File: config.mk
export PLATFORM = sky130hd
export DESIGN_NAME = rtp_timer
export DESIGN_NICKNAME = d
export VERILOG_FILES = /design/src/rtp_pkg.sv /design/src/rtp_sync_edge.sv /design/src/rtp_prescaler.sv /design/src/rtp_timer.sv
export SDC_FILE = /design/constraint.sdc
export NUM_CORES = 1
export LEC_CHECK = 0
export BUFFER_PORTS_ARGS = -buffer_cell sky130_fd_sc_hd__buf_2
export CORE_UTILIZATION = 42
export DETAILED_ROUTE_END_ITERATION = 8
export GPL_TIMING_DRIVEN = 0
export PLACE_DENSITY = 0.75
export SLEW_MARGIN = 20
export SYNTH_ARGS = -nofsm -noshare
export SYNTH_HDL_FRONTEND = slang
export SYNTH_SLANG_ARGS = --single-unit
File: constraint.sdc
create_clock -name clock_in -period 2.1 [get_ports clock_in]
set_input_delay 0.21 -clock clock_in [delete_from_list [all_inputs] [get_ports clock_in]]
set_output_delay 0.21 -clock clock_in [all_outputs]
set_load 0.02 [all_outputs]
File: src/rtp_pkg.sv
`default_nettype none
package rtp_pkg;
  localparam int           ADDR_W          = 12;
  // Printed offsets are register indices; the byte address is four times the index.
  localparam logic [7:0]   IDX_MODE        = 8'hA8;
  localparam logic [7:0]   IDX_COUNT       = 8'hA9;
  localparam logic [7:0]   IDX_RELOAD      = 8'hAA;
  localparam logic [7:0]   IDX_DUTY        = 8'hAB;
  localparam logic [7:0]   IDX_CTRL        = 8'hAC;
  localparam logic [7:0]   IDX_CHAN        = 8'hAD;
  localparam logic [7:0]   IDX_EXT         = 8'hAE;
  // Mode register fields.
  localparam int           MODE_RUN_BIT    = 7;
  localparam int           MODE_RATE_LSB   = 4;
  localparam int           MODE_SINGLE_BIT = 1;
  localparam int           MODE_PWMEN_BIT  = 0;
  localparam logic [7:0]   MODE_RESET      = 8'h00;
  // Control register fields.
  localparam int           CTRL_FLAG_BIT   = 0;
  localparam int           CTRL_IRQEN_BIT  = 1;
  localparam int           CTRL_CLKSRC_BIT = 2;
  localparam int           CTRL_EVENT_BIT  = 3;
  // Channel and extension fields sit at bits 5:4.
  localparam int           CHAN_LSB        = 4;
  localparam logic [7:0]   COUNT_FULL      = 8'hFF;
  localparam logic [7:0]   BYTE_RESET      = 8'h00;
  localparam logic [6:0]   PRESCALE_MASK   = 7'h7F;
  localparam logic [15:0]  IRQ_VECTOR      = 16'h0008;
endpackage
`default_nettype wire

File: src/rtp_sync_edge.sv
`default_nettype none
module rtp_sync_edge
  import rtp_pkg::*;
(
  input  wire logic clock_in,
  input  wire logic rst_in,
  input  wire logic async_in,
  output logic      rise_out
);
  logic stage1;
  logic stage2;
  logic stage3;

  always_ff @(posedge clock_in or posedge rst_in) begin
    if (rst_in) begin
      stage1 <= 1'b0;
      stage2 <= 1'b0;
      stage3 <= 1'b0;
    end else begin
      stage1 <= async_in;
      stage2 <= stage1;
      stage3 <= stage2;
    end
  end

  // Only the second and third stages feed the edge detector.
  assign rise_out = stage2 & ~stage3;
endmodule
`default_nettype wire

File: src/rtp_prescaler.sv
`default_nettype none
module rtp_prescaler
  import rtp_pkg::*;
(
  input  wire logic       clock_in,
  input  wire logic       rst_in,
  input  wire logic       clear_in,
  input  wire logic       src_tick_in,
  input  wire logic [2:0] code_in,
  output logic            tick_out
);
  logic [6:0] div_count;
  logic [6:0] mask;

  // Code 0 divides by 128 and each higher code halves the divisor.
  assign mask     = PRESCALE_MASK >> code_in;
  assign tick_out = src_tick_in && ((div_count & mask) == mask);

  always_ff @(posedge clock_in or posedge rst_in) begin
    if (rst_in) begin
      div_count <= 7'h00;
    end else if (clear_in) begin
      div_count <= 7'h00;
    end else if (src_tick_in) begin
      div_count <= div_count + 7'h01;
    end
  end
endmodule
`default_nettype wire

File: src/rtp_timer.sv
// The APB interface to the registers is this design's own decision.
`default_nettype none
// How it works
// - Eight-bit up counter, one step per tick.
// - Run bit seven stops or starts counting.
// - Overflow at FF sets sticky flag.
// - Every overflow reloads counter from reload buffer.
// - Reload writes while running wait for overflow.
// - Enabled overflow requests interrupt at vector 0008H.
// - Clock source bit picks fast or slow.
// - Prescale code 000 divides 128, 111 by 1.
// - Output enable bit hands pins to PWM.
// - Single-pulse bit selects one-pulse PWM.
// - One pulse ends: flag set, enable cleared.
// - One-pulse mode ignores the extension option.
// - Two channels, each with its own select bit.
// - Four-phase extension per channel, own field.
// - Green mode keeps running, never wakes system.
// - Event mode counts external input edges.
// - PWM high from overflow until count equals duty.
module rtp_timer
  import rtp_pkg::*;
(
  input  wire logic              clock_in,
  input  wire logic              rst_in,
  input  wire logic              psel,
  input  wire logic              penable,
  input  wire logic              pwrite,
  input  wire logic [ADDR_W-1:0] paddr,
  input  wire logic [31:0]       pwdata,
  output logic      [31:0]       prdata,
  output logic                   pready,
  output logic                   pslverr,
  input  wire logic              low_osc_in,
  input  wire logic              event_in,
  input  wire logic              green_mode_in,
  input  wire logic [1:0]        gpio_level_in,
  output logic      [1:0]        pin_level_out,
  output logic      [1:0]        pin_pwm_owned_out,
  output logic                   overflow_irq_out,
  output logic      [15:0]       irq_vector_out,
  output logic                   wakeup_out
);
  logic       timer_run;
  logic [2:0] prescale_select;
  logic       single_pulse_select;
  logic       pwm_out_enable;
  logic       overflow_flag;
  logic       overflow_irq_enable;
  logic       clock_source_select;
  logic       event_count_mode;
  logic [1:0] channel_pin_select;
  logic [1:0] extension_select;
  logic [7:0] count_value;
  logic [7:0] reload_buffer;
  logic [7:0] reload_value;
  logic [7:0] duty_value;
  logic       pwm_wave;
  logic       wave_now;
  logic [1:0] ext_phase;

  logic       low_osc_rise;
  logic       event_rise;
  logic       src_tick;
  logic       count_tick;
  logic       overflow;
  logic       wr_en;
  logic       setup;
  logic       addr_ok;
  logic [7:0] index;
  logic [7:0] wbyte;
  logic [7:0] rd_byte;
  logic       one_pulse_end;
  logic [1:0] ext_active;
  logic [1:0] next_pin_owned;
  logic [1:0] next_pin_level;

  rtp_sync_edge u_low_osc_sync (
    .clock_in (clock_in),
    .rst_in   (rst_in),
    .async_in (low_osc_in),
    .rise_out (low_osc_rise)
  );

  rtp_sync_edge u_event_sync (
    .clock_in (clock_in),
    .rst_in   (rst_in),
    .async_in (event_in),
    .rise_out (event_rise)
  );

  // The fast oscillator is the system clock itself, so it ticks every cycle.
  always_comb begin
    if (event_count_mode) begin
      src_tick = event_rise;
    end else if (clock_source_select) begin
      src_tick = low_osc_rise;
    end else begin
      src_tick = 1'b1;
    end
  end

  // Clearing while stopped gives every run the same first tick position.
  rtp_prescaler u_prescaler (
    .clock_in    (clock_in),
    .rst_in      (rst_in),
    .clear_in    (!timer_run),
    .src_tick_in (src_tick),
    .code_in     (prescale_select),
    .tick_out    (count_tick)
  );

  // Green mode is only observed; the block carries on unchanged inside it.
  assign wakeup_out = 1'b0;

  assign overflow = timer_run && count_tick && (count_value == COUNT_FULL);
  assign one_pulse_end = overflow && single_pulse_select && pwm_out_enable;

  // APB decode: zero wait states, read data captured in the setup cycle.
  assign index   = paddr[ADDR_W-3:2];
  assign addr_ok = (paddr[1:0] == 2'b00) && (paddr[ADDR_W-1:ADDR_W-2] == 2'b00) &&
                   (index >= IDX_MODE) && (index <= IDX_EXT);
  assign setup   = psel && !penable;
  assign wr_en   = psel && penable && pwrite && addr_ok;
  assign wbyte   = pwdata[7:0];
  assign pready  = 1'b1;

  always_comb begin
    case (index)
      IDX_MODE:   rd_byte = {timer_run, prescale_select, 2'b00,
                             single_pulse_select, pwm_out_enable};
      IDX_COUNT:  rd_byte = count_value;
      IDX_DUTY:   rd_byte = duty_value;
      IDX_CTRL:   rd_byte = {4'h0, event_count_mode, clock_source_select,
                             overflow_irq_enable, overflow_flag};
      IDX_CHAN:   rd_byte = {2'b00, channel_pin_select, 4'h0};
      IDX_EXT:    rd_byte = {2'b00, extension_select, 4'h0};
      default:    rd_byte = BYTE_RESET;
    endcase
  end

  always_ff @(posedge clock_in or posedge rst_in) begin
    if (rst_in) begin
      prdata  <= 32'h0000_0000;
      pslverr <= 1'b0;
    end else if (setup) begin
      prdata  <= addr_ok ? {24'h00_0000, rd_byte} : 32'h0000_0000;
      pslverr <= !addr_ok;
    end
  end

  // Mode register; the one-pulse end clears the output enable over any write.
  always_ff @(posedge clock_in or posedge rst_in) begin
    if (rst_in) begin
      timer_run           <= MODE_RESET[MODE_RUN_BIT];
      prescale_select     <= MODE_RESET[MODE_RATE_LSB +: 3];
      single_pulse_select <= MODE_RESET[MODE_SINGLE_BIT];
      pwm_out_enable      <= MODE_RESET[MODE_PWMEN_BIT];
    end else begin
      if (wr_en && index == IDX_MODE) begin
        timer_run           <= wbyte[MODE_RUN_BIT];
        prescale_select     <= wbyte[MODE_RATE_LSB +: 3];
        single_pulse_select <= wbyte[MODE_SINGLE_BIT];
        pwm_out_enable      <= wbyte[MODE_PWMEN_BIT];
      end
      if (one_pulse_end) begin
        pwm_out_enable <= 1'b0;
      end
    end
  end

  // Control fields; a hardware set wins over a software clear in the same cycle.
  always_ff @(posedge clock_in or posedge rst_in) begin
    if (rst_in) begin
      overflow_flag       <= 1'b0;
      overflow_irq_enable <= 1'b0;
      clock_source_select <= 1'b0;
      event_count_mode    <= 1'b0;
    end else begin
      if (wr_en && index == IDX_CTRL) begin
        overflow_flag       <= wbyte[CTRL_FLAG_BIT] | overflow;
        overflow_irq_enable <= wbyte[CTRL_IRQEN_BIT];
        clock_source_select <= wbyte[CTRL_CLKSRC_BIT];
        event_count_mode    <= wbyte[CTRL_EVENT_BIT];
      end else if (overflow) begin
        overflow_flag <= 1'b1;
      end
    end
  end

  always_ff @(posedge clock_in or posedge rst_in) begin
    if (rst_in) begin
      channel_pin_select <= 2'b00;
      extension_select   <= 2'b00;
      duty_value         <= BYTE_RESET;
    end else if (wr_en) begin
      if (index == IDX_CHAN) begin
        channel_pin_select <= wbyte[CHAN_LSB +: 2];
      end
      if (index == IDX_EXT) begin
        extension_select <= wbyte[CHAN_LSB +: 2];
      end
      if (index == IDX_DUTY) begin
        duty_value <= wbyte;
      end
    end
  end

  // Double-buffered reload: while stopped a write reaches both stages at once.
  always_ff @(posedge clock_in or posedge rst_in) begin
    if (rst_in) begin
      reload_buffer <= BYTE_RESET;
      reload_value  <= BYTE_RESET;
    end else begin
      if (wr_en && index == IDX_RELOAD) begin
        reload_buffer <= wbyte;
        if (!timer_run) begin
          reload_value <= wbyte;
        end
      end
      if (overflow) begin
        reload_value <= reload_buffer;
      end
    end
  end

  // Counter; a software write to the count wins only when no overflow is due.
  always_ff @(posedge clock_in or posedge rst_in) begin
    if (rst_in) begin
      count_value <= BYTE_RESET;
    end else if (overflow) begin
      // Loading the buffer lets a new period start at the very next overflow.
      count_value <= reload_buffer;
    end else if (wr_en && index == IDX_COUNT) begin
      count_value <= wbyte;
    end else if (timer_run && count_tick) begin
      count_value <= count_value + 8'h01;
    end
  end

  // Waveform starts high, falls on duty match and rises again at overflow.
  always_ff @(posedge clock_in or posedge rst_in) begin
    if (rst_in) begin
      pwm_wave  <= 1'b1;
      ext_phase <= 2'b00;
    end else if (!timer_run) begin
      pwm_wave  <= 1'b1;
      ext_phase <= 2'b00;
    end else if (overflow) begin
      pwm_wave  <= 1'b1;
      ext_phase <= ext_phase + 2'b01;
    end else if (count_value == duty_value) begin
      pwm_wave <= 1'b0;
    end
  end

  // The live compare masks the wave, as the register alone would stay high one clock too long.
  assign wave_now = pwm_wave && (count_value != duty_value);

  // An extended channel carries the wave only in its own quarter of four periods.
  genvar ch;
  generate
    for (ch = 0; ch < 2; ch++) begin : g_chan
      assign ext_active[ch] = extension_select[ch] && !single_pulse_select;
      assign next_pin_owned[ch] = timer_run && pwm_out_enable && channel_pin_select[ch];
      assign next_pin_level[ch] = !next_pin_owned[ch] ? gpio_level_in[ch] :
                                  !ext_active[ch] ? wave_now :
                                  (ext_phase == 2'(2 * ch)) && wave_now;
    end
  endgenerate

  // Released pins fall back to the GPIO level, which keeps its last state.
  always_ff @(posedge clock_in or posedge rst_in) begin
    if (rst_in) begin
      pin_level_out     <= 2'b00;
      pin_pwm_owned_out <= 2'b00;
    end else begin
      pin_level_out     <= next_pin_level;
      pin_pwm_owned_out <= next_pin_owned;
    end
  end

  assign overflow_irq_out = overflow_flag && overflow_irq_enable;
  assign irq_vector_out   = IRQ_VECTOR;

  logic cnt_wr;
  assign cnt_wr = wr_en && index == IDX_COUNT;
endmodule
`default_nettype wire

==> results of run 1 <==
[per-layer routing]
layer / wire length (um) / global-route usage, % / part of all wire (%) / vias to the layer above
li1: - / - / - / 1385
met1: 3800 / 24.4 / 46 / 1366
met2: 3880 / 28.5 / 47 / 95
met3: 426 / 3.96 / 5.1 / 14
met4: 191 / 8.84 / 2.3 / 0
met5: 0 / 0 / 0 / -
[flip-flops by register name, indices dropped and copies added, names as in the netlist, 2 cells and up]
| name | cells |
|---|---|
| count_value | 8 |
| duty_value | 8 |
| prdata | 8 |
| reload_buffer | 8 |
| u_prescaler.div_count | 7 |
| prescale_select | 3 |
| channel_pin_select | 2 |
| ext_phase | 2 |
| extension_select | 2 |
| pin_level_out | 2 |
| pin_pwm_owned_out | 2 |
[kinds of logic after synthesis]
group           Yosys count  synth area share (%)
simple gates            105                  16.2
fa+ha+maj                 4                  1.32
compound gates           58                  10.9
buf+inv                  65                  11.3
flops                    67                  44.2
mux                      40                  11.7
xor+xnor                 18                  4.15
other cells               2                 0.198
[area by class of cell]
cell class,count,area (um2)
fillers,795,4130
multi-input cells,267,1840
flip-flops and latches,67,1680
plain buffers,61,415
repair buffers,45,263
well taps,108,135
clock buffers,10,128
clock inverters,6,114
inverters,4,17.5
[synth_stat cells, types with 5 or more instances]
cell type   n
a22o_1      5
and4_1      5
xnor2_1    15
a21oi_1     7
nand4_1    11
o21ai_0    15
a22oi_1     6
nand2b_1    5
buf_4      45
clkbuf_1    7
nand2_1    25
mux2i_1     6
mux2_2     34
dfrtp_1    66
nor2_1     17
and3_1      6
and2_1     10
buf_2       8
nand3_1     9
[critical path, cell delays in order (launching register included)]
cell	delay, ns
dfrtp_1	0.45
ha_1	0.18
clkbuf_1	0.29
nand4_1	0.23
o21ai_1	0.43
o22ai_1	0.15
a21oi_1	0.14
[where the power goes]
part	internal (uW)	switching (uW)	total (uW)
Sequential	1300	3.86	1300
Combinational	105	161	266
Clock	790	513	1300
[worst paths after layout]
path	startpoint	endpoint	slack [ns]
max	count_value[1]$_DFFE_PP0P_	count_value[0]$_DFFE_PP0P_	0.15
min	gpio_level_in[0]	pin_level_out[0]$_DFF_PP0_	0.08
max reg2reg	count_value[1]$_DFFE_PP0P_	count_value[0]$_DFFE_PP0P_	0.15
min in group asynchronous	rst_in	prdata[0]$_DFFE_PP0P_	0.35
max in group asynchronous	rst_in	pwm_wave$_DFFE_PP1P_	1.20
min reg2reg	u_low_osc_sync.stage1$_DFF_PP0_	u_low_osc_sync.stage2$_DFF_PP0_	0.35
[metrics by stage]
stage	total power (uW)	setup TNS, ns
after floorplan	1520	0
after global placement	1580	-35.85
after detailed placement	1590	0
after CTS	2900	0
after global routing	2980	0
final	2870	0
==> flow_metrics.py, run 1 <==
metrics = {
    "final_layout": {
        "layout_commonest_cell": "dfrtp_1",
        "final_cells": 568,
        "final_cell_mix": "dfrtp_1, buf_2, buf_4",
        "fin_nets": 513,
        "design_area_mm2": 0.00459,
        "drive_gt1_share_pct": 33.9,
        "area_growth_pct": 20.9,
        "final_util_pct": 52.6,
        "antenna_cells": 0,
    },
    "yosys": {
        "syn_area_mm2": 0.00379,
        "syn_area_per_cell_um2": 10.6,
        "async_flop_share_pct": 100,
        "synth_edf_count": 0,
        "synth_top_flop_cell": "dfrtp_1",
        "synth.area.top_cells": "dfrtp_1, mux2_2, buf_4, xnor2_1, nand2_1",
        "ys_seq_area_share_pct": 44.2,
        "synth_top_area_cell": "dfrtp_1",
        "synth_seq_cells": 67,
        "synth_top_area_share_pct": 43.5,
        "synthCells": 359,
        "ys_warn_count": 0,
        "synthDistinctLibCells": 53,
    },
    "clock_network": {
        "clk_path_buf_depth": 2,
        "clk_pin_slew_worst_paths_ns": 0.07,
        "cts.htree.levels": 3,
        "cts_hold_buf": 3,
        "clock_latency_ns": 0.36,
        "cts.sinks": 67,
        "ctsResizeCount": 0,
        "cts_tree": "built",
        "numCtsBuffers": 9,
        "root_buffer": "clkbuf_8",
        "post-cts-setup-buffers": 0,
    },
    "global_route": {
        "antenna_found_initial": 0,
        "grt_overflow_total": 0,
        "grt_pass1_wl_um": 13400,
        "grt_use_total_pct": 18.4,
        "grt_max_degree": 49,
        "grt_pass1_vias": 2707,
    },
    "floorplan": {
        "dieWidth_um": 97.1,
        "start_util_pct": 43.5,
        "dieHeight_um": 97.1,
        "ios": 110,
        "die-area_mm2": 0.00942,
        "core-area_mm2": 0.00872,
        "rows": 34,
    },
    "route": {
        "ant_nets": 0,
        "wl_um": 8300,
        "drc": 0,
        "num_vias": 2860,
        "wl_per_cell_um": 14.6,
        "first_iter_violations": 203,
        "dr.pass1.iters": 5,
        "drt-vias-per-instance": 5.04,
    },
    "worst_setup_path": {
        "crit_type": "flip-flop to flip-flop",
        "critPathRequiredTime_ns": 2.37,
        "worst_setup_path_end_kind": "flip-flop",
        "arrival_ns": 2.22,
        "cp-start-kind": "flip-flop",
        "cp_max_fo": 8,
        "rr_worst_depth": 6,
    },
    "hold_path": {
        "hold_path_depth": 2,
        "hold_class": "input port to flip-flop",
    },
    "sta": {
        "hold_viol": 0,
        "finalSetupViolCount": 0,
        "max_freq_mhz": 513,
        "clock_skew_ns": 0.0108,
        "holdWs_ns": 0.0825,
        "rsz0062_at_grt": "false",
        "period_minus_slack_ns": 1.95,
        "setup_ws_ns": 0.150,
        "slew_viol_final": 0,
        "post-route-period-util_pct": 92.8,
    },
    "pwr": {
        "ir_worst_vdd_mv": 0.444,
        "pwr_density_cell_mw_per_mm2": 626,
        "p_leak_uw": 0.00228,
    },
    "placement": {
        "place.gp.congestion": 0.862,
        "dpl.hpwl_um": 6170,
        "placed_area_mm2": 0.00432,
        "place_ws_ns": 0.0974,
        "portBuffers": 41,
        "dpl.cell_count": 549,
    },
    "run_status": {
        "outcome": "finished, final reports clean",
    },
    "flow_run": {
        "cap_violations": 0,
    },
}
No activity file was read; power rests on OpenSTA's default activity.
==> run 2, diff against run 1 <==
--- a/config.mk
+++ b/config.mk
@@ -10,6 +10,7 @@
 export DETAILED_ROUTE_END_ITERATION = 8
 export GPL_TIMING_DRIVEN = 0
 export PLACE_DENSITY = 0.75
+export REMOVE_ABC_BUFFERS = 1
 export SLEW_MARGIN = 20
 export SYNTH_ARGS = -nofsm -noshare
 export SYNTH_HDL_FRONTEND = slang
==> flow_metrics.py, run 2 (synthesized netlist as in run 1, its figures left out) <==
metrics = {
    "run_status": {
        "outcome": "finished, final reports clean",
    },
    "hold_path": {
        "hold_class": "input port to flip-flop",
    },
    "worst_setup_path": {
        "cp-start-kind": "flip-flop",
        "arrival_ns": 2.25,
        "critPathRequiredTime_ns": 2.33,
        "crit_type": "flip-flop to flip-flop",
        "cp_max_fo": 14,
        "worst_setup_path_end_kind": "flip-flop",
    },
    "clock_network": {
        "numCtsBuffers": 9,
        "clk_path_buf_depth": 2,
        "root_buffer": "clkbuf_8",
        "cts.sinks": 67,
        "clk_pin_slew_worst_paths_ns": 0.07,
        "clock_latency_ns": 0.34,
        "cts_tree": "built",
        "cts.htree.levels": 3,
    },
    "route": {
        "m1WireLength_um": 3420,
        "num_vias": 2730,
        "drt-vias-per-instance": 5.33,
        "drc": 0,
        "first_iter_violations": 89,
        "top_layer_used": "met4",
        "met2WireLength_um": 3730,
        "wl_met3_um": 399,
        "ant_nets": 0,
        "dr.pass1.iters": 4,
        "wl_per_cell_um": 15.0,
        "wl_um": 7690,
    },
    "final_layout": {
        "fin_nets": 457,
        "area_growth_pct": 9.26,
        "final_util_pct": 47.5,
        "layout_commonest_cell": "dfrtp_1",
        "drive_gt1_share_pct": 26.7,
        "antenna_cells": 0,
        "design_area_mm2": 0.00415,
        "final_cell_mix": "dfrtp_1, conb_1, buf_2",
    },
    "sta": {
        "clock_skew_ns": 0.00481,
        "slew_viol_final": 0,
        "slew_headroom_pct": 63.6,
        "tns_ns": 0,
        "holdWs_ns": 0.102,
        "post-route-period-util_pct": 96.0,
        "worstMarginPinSlew_ns": 0.545,
        "period_minus_slack_ns": 2.02,
        "max_freq_mhz": 496,
        "rsz0062_at_grt": "false",
        "hold_viol": 0,
        "finalSetupViolCount": 0,
    },
    "floorplan": {
        "rows": 34,
        "dieWidth_um": 97.1,
        "dieHeight_um": 97.1,
        "core-area_mm2": 0.00872,
        "die-area_mm2": 0.00942,
        "ios": 110,
        "start_util_pct": 43.5,
    },
    "pwr": {
        "combPwrFrac_pct": 8.2,
        "ir_worst_vdd_mv": 0.217,
        "sequentialPowerShare_pct": 53.0,
        "pwr_density_cell_mw_per_mm2": 593,
        "p_switching_uw": 618,
        "p_leak_uw": 0.00199,
        "netSwitchingFraction_pct": 25.1,
        "p_int_uw": 1840,
        "p_clk_share_pct": 38.8,
        "p_total_uw": 2460,
    },
    "global_route": {
        "grt_overflow_total": 0,
        "grt_pass1_vias": 2639,
        "grt_pass1_wl_um": 12900,
        "grt_max_degree": 53,
        "grt_use_total_pct": 17.4,
        "antenna_found_initial": 0,
    },
    "flow_run": {
        "cap_violations": 0,
    },
    "placement": {
        "placed_area_mm2": 0.00391,
        "place.gp.congestion": 0.838,
        "portBuffers": 42,
        "dpl.hpwl_um": 5580,
    },
}
-- run 2: cell types whose count changed in the layout (fill, tap and decap cells not counted), sizes merged --
cell | previous run | this run
clkinvlp | 2 | 0
clkinv | 1 | 2
clkbuf | 17 | 14
buf | 96 | 47
bufinv | 3 | 0
-- run 2: critical path: stages, from the launching register on --
cell and delay, ns:
dfrtp_1 0.41, nor2b_2 0.18, a22oi_4 0.35, nand4_4 0.30
nor2_2 0.27, nor2_1 0.09, a221o_1 0.30
-- run 2: final timing paths --
path                                                  from                               to  slack [ns]  cells past startpoint
setup / recovery           clock_source_select$_DFFE_PP0P_       count_value[3]$_DFFE_PP0P_        0.08                      6
hold / removal                            gpio_level_in[1]       pin_level_out[1]$_DFF_PP0_        0.10                      2
setup reg to reg           clock_source_select$_DFFE_PP0P_       count_value[3]$_DFFE_PP0P_        0.08                      6
hold reg to reg            u_low_osc_sync.stage1$_DFF_PP0_  u_low_osc_sync.stage2$_DFF_PP0_        0.35                      0
max in group asynchronous                           rst_in             pwm_wave$_DFFE_PP1P_        1.20                      4
min in group asynchronous                           rst_in     reload_buffer[3]$_DFFE_PP0P_        0.34                      3
-- run 2: final cells by class --
cell class                 count  area, um2
sequential                    67       1680
clock buffer                  14        163
inverter                       4       17.5
timing repair buffer          50        298
clock inverter                 2       10.0
multi-input combinational    267       1850
fill                         813       4570
tap                          108        135
-- run 2: through the flow --
step	cells	setup slack (ns)
final	512	0.0843
after global routing	512	0.00346
after CTS	510	0.0159
after detailed placement	489	-0.311
after global placement	488	-0.550
after floorplan	338	0.208
-- run 2: repair_timing --
| item | CTS | global route |
|---|---|---|
| endpoints found under the hold margin | 17 | 0 |
| gates cloned | 0 | 0 |
| endpoints found under the setup margin | 7 | 3 |
| pin swaps | 1 | 1 |
| resized for setup | 1 | 2 |
| setup buffers | 2 | 2 |
| hold buffers | 3 | 0 |
-- run 2: metal layers --
| layer | vias up | GRT usage, % |
|---|---|---|
| met4 | 0 | 7.23 |
| met5 | - | 0 |
| met3 | 13 | 3.81 |
| met2 | 99 | 28.0 |
| li1 | 1275 | - |
| met1 | 1343 | 22.7 |
-- run 2: power groups by stage --
stage | clock (uW) | sequential, uW | combinational, uW
floorplan | 0 | 1330 | 117
global placement | 0 | 1330 | 186
detailed placement | 0 | 1330 | 196
CTS | 980 | 1300 | 201
global route | 1030 | 1300 | 220
finish | 955 | 1300 | 201
==> run 3, diff against run 2 <==
--- a/config.mk
+++ b/config.mk
@@ -14,4 +14,5 @@
 export SLEW_MARGIN = 20
 export SYNTH_ARGS = -nofsm -noshare
 export SYNTH_HDL_FRONTEND = slang
+export SYNTH_HIERARCHICAL = 1
 export SYNTH_SLANG_ARGS = --single-unit
==> flow_metrics.py, run 3 <==
metrics = {
    "run_status": {
        "outcome": "finished, final reports clean",
    },
    "placement": {
        "portBuffers": 42,
        "dpl.hpwl_um": 5940,
        "placed_area_mm2": 0.00391,
        "place.gp.congestion": 0.863,
    },
    "worst_setup_path": {
        "critPathRequiredTime_ns": 2.37,
        "worst_setup_path_end_kind": "flip-flop",
        "rr_worst_depth": 8,
        "crit_type": "flip-flop to flip-flop",
        "reg2reg_slack_ns": 0.16,
        "cp_max_fo": 11,
        "r2r_start": "clock_source_select$_DFFE_PP0P_",
        "cp-start-kind": "flip-flop",
        "arrival_ns": 2.21,
        "r2r-end": "count_value[5]$_DFFE_PP0P_",
    },
    "floorplan": {
        "die-area_mm2": 0.00944,
        "dieWidth_um": 97.1,
        "ios": 110,
        "dieHeight_um": 97.1,
        "rows": 34,
        "start_util_pct": 43.6,
        "core-area_mm2": 0.00872,
    },
    "hold_path": {
        "min_to": "pin_level_out[0]$_DFF_PP0_",
        "min_from": "gpio_level_in[0]",
        "hold_class": "input port to flip-flop",
        "hold_path_depth": 2,
    },
    "route": {
        "drc": 0,
        "dr.pass1.iters": 5,
        "num_vias": 2832,
        "ant_nets": 0,
        "wl_um": 8030,
        "drt-vias-per-instance": 5.47,
        "wl_per_cell_um": 15.5,
        "first_iter_violations": 281,
    },
    "final_layout": {
        "final_cell_mix": "dfrtp_1, conb_1, buf_2",
        "multiInputGateArea_mm2": 0.00185,
        "final_util_pct": 47.7,
        "area_growth_pct": 9.48,
        "fillers": 793,
        "layout_commonest_cell": "dfrtp_1",
        "antenna_cells": 0,
        "seq_area_mm2": 0.00168,
        "fin_nets": 463,
        "design_area_mm2": 0.00416,
        "drive_gt1_share_pct": 27.3,
    },
    "sta": {
        "finalSetupViolCount": 0,
        "period_minus_slack_ns": 1.94,
        "worstMarginPinSlew_ns": 0.590,
        "clock_skew_ns": 0.0102,
        "slew_viol_final": 0,
        "hold_viol": 0,
        "holdWs_ns": 0.102,
        "rsz0062_at_grt": "false",
        "max_freq_mhz": 516,
        "slew_headroom_pct": 60.4,
        "post-route-period-util_pct": 92.3,
    },
    "clock_network": {
        "root_buffer": "clkbuf_8",
        "cts.htree.levels": 3,
        "numCtsBuffers": 9,
        "cts.sinks": 67,
        "clk_pin_slew_worst_paths_ns": 0.07,
        "clk_path_buf_depth": 2,
        "clock_latency_ns": 0.35,
        "cts_tree": "built",
    },
    "yosys": {
        "syn_area_mm2": 0.00380,
        "yosys-top-cells-count": "dfrtp_1, buf_4, mux2_2, nand2_1, nor2_1",
        "synth_seq_cells": 67,
        "syn_area_per_cell_um2": 10.5,
        "synthDistinctLibCells": 55,
        "synth.area.top_cells": "dfrtp_1, buf_4, mux2_2, xnor2_1, nand2_1",
        "synth_top_area_share_pct": 43.4,
        "synth_edf_count": 0,
        "ys_seq_area_share_pct": 44.1,
        "ys_warn_count": 6,
        "synth_top_area_cell": "dfrtp_1",
        "yosysMostFrequentCell": "dfrtp_1",
        "synth_top_flop_cell": "dfrtp_1",
        "synthCells": 362,
        "async_flop_share_pct": 100,
    },
    "pwr": {
        "p_leak_uw": 0.00199,
        "pwr_density_cell_mw_per_mm2": 587,
        "p_switching_uw": 640,
        "p_int_uw": 1800,
        "netSwitchingFraction_pct": 26.2,
        "ir_worst_vdd_mv": 0.368,
        "sequentialPowerShare_pct": 53.4,
        "p_clk_share_pct": 38.4,
        "combPwrFrac_pct": 8.2,
    },
    "global_route": {
        "grt_max_degree": 34,
        "antenna_found_initial": 0,
        "grt_overflow_total": 0,
        "grt_use_total_pct": 18.2,
        "grt_pass1_vias": 2721,
        "grt_pass1_wl_um": 13600,
    },
    "flow_run": {
        "cap_violations": 0,
    },
}
==> run 3: changes by cell type in the layout (fill, tap and decap cells not counted), moves of 4 or more <==
cell,delta
a21oi_1,+5
nor2b_1,-4
nor3_1,+4
a22oi_1,+5
mux2_2,-6
and2_1,-6
inv_1,+7
==> run 3: worst max-delay path by stage <==
stage                                            end                       startpoint  slack, ns
after detailed placement  count_value[1]$_DFFE_PP0P_  clock_source_select$_DFFE_PP0P_      -0.63
final                     count_value[5]$_DFFE_PP0P_  clock_source_select$_DFFE_PP0P_       0.16
after CTS                 count_value[4]$_DFFE_PP0P_  clock_source_select$_DFFE_PP0P_      0.003
after floorplan           count_value[5]$_DFFE_PP0P_    u_event_sync/stage3$_DFF_PP0_     0.0005
after global placement    count_value[1]$_DFFE_PP0P_  clock_source_select$_DFFE_PP0P_      -0.58
after global routing      count_value[5]$_DFFE_PP0P_   prescale_select[1]$_DFFE_PP0P_       0.05
==> run 3: area by class of cell <==
cell class              instances  area share [%]
clock buffers                  11            3.40
clock inverters                 5           0.692
inverters                      11           0.992
multi-input cells             266            44.4
flip-flops and latches         67            40.3
well taps                     108            3.25
repair buffers                 50            6.98
==> run 3: power groups by stage <==
stage	Clock, uW	Sequential (uW)	Combinational (uW)
2_1_floorplan	0	1330	120
3_3_place_gp	0	1330	188
3_5_place_dp	0	1330	196
4_1_cts	967	1310	201
5_1_grt	1020	1310	218
6_report	939	1310	200
==> run 3: cells by family (layout without fill, tap and decap cells) <==
family                     count (synthesis)  after routing  share of synthesized area [%]
adders and majority gates                  4              4                           1.32
and+or+nand+nor                          101            101                           16.7
xor gates and xnor gates                  18             18                           4.15
AOI/OAI and AO/OA                         66             66                           11.7
other                                      2             42                          0.198
DFF                                       67             67                           44.1
muxes                                     35             35                           10.1
buffers and inverters                     69             77                           11.7
==> run 3: worst max-delay path: stages (launching register included) <==
cell and delay, ns:
dfrtp_1 0.42, nor3b_1 0.17, a21oi_2 0.14, nand2_1 0.07, a211oi_1 0.19, and2_2 0.27, and4_4 0.35, a21oi_1 0.10
a21oi_1 0.18
==> run 3: what timing repair did <==
action,in CTS,in global routing
hold endpoints to repair,36,0
setup buffers,4,0
hold buffers,3,0
pin swaps,1,0
resized for setup,4,2
setup endpoints to repair,13,8
==> run 3: per-stage QoR <==
step	worst slack [ns]	std cells	power, uW	setup TNS (ns)
after global routing	0.0524	518	2550	0
after floorplan	0.000469	344	1450	0
after CTS	0.00332	518	2470	0
after detailed placement	-0.631	495	1530	-7.08
final	0.161	518	2440	0
after global placement	-0.575	494	1520	-10.85
==> run 3: per-layer routing <==
layer / vias up / wire, um / part of all wire, % / track usage [%]
li1: 1284 / - / - / -
met1: 1385 / 3480 / 43 / 23.9
met2: 146 / 3770 / 47 / 27.8
met3: 17 / 614 / 7.6 / 5.18
met4: 0 / 169 / 2.1 / 8.50
met5: - / 0 / 0 / 0
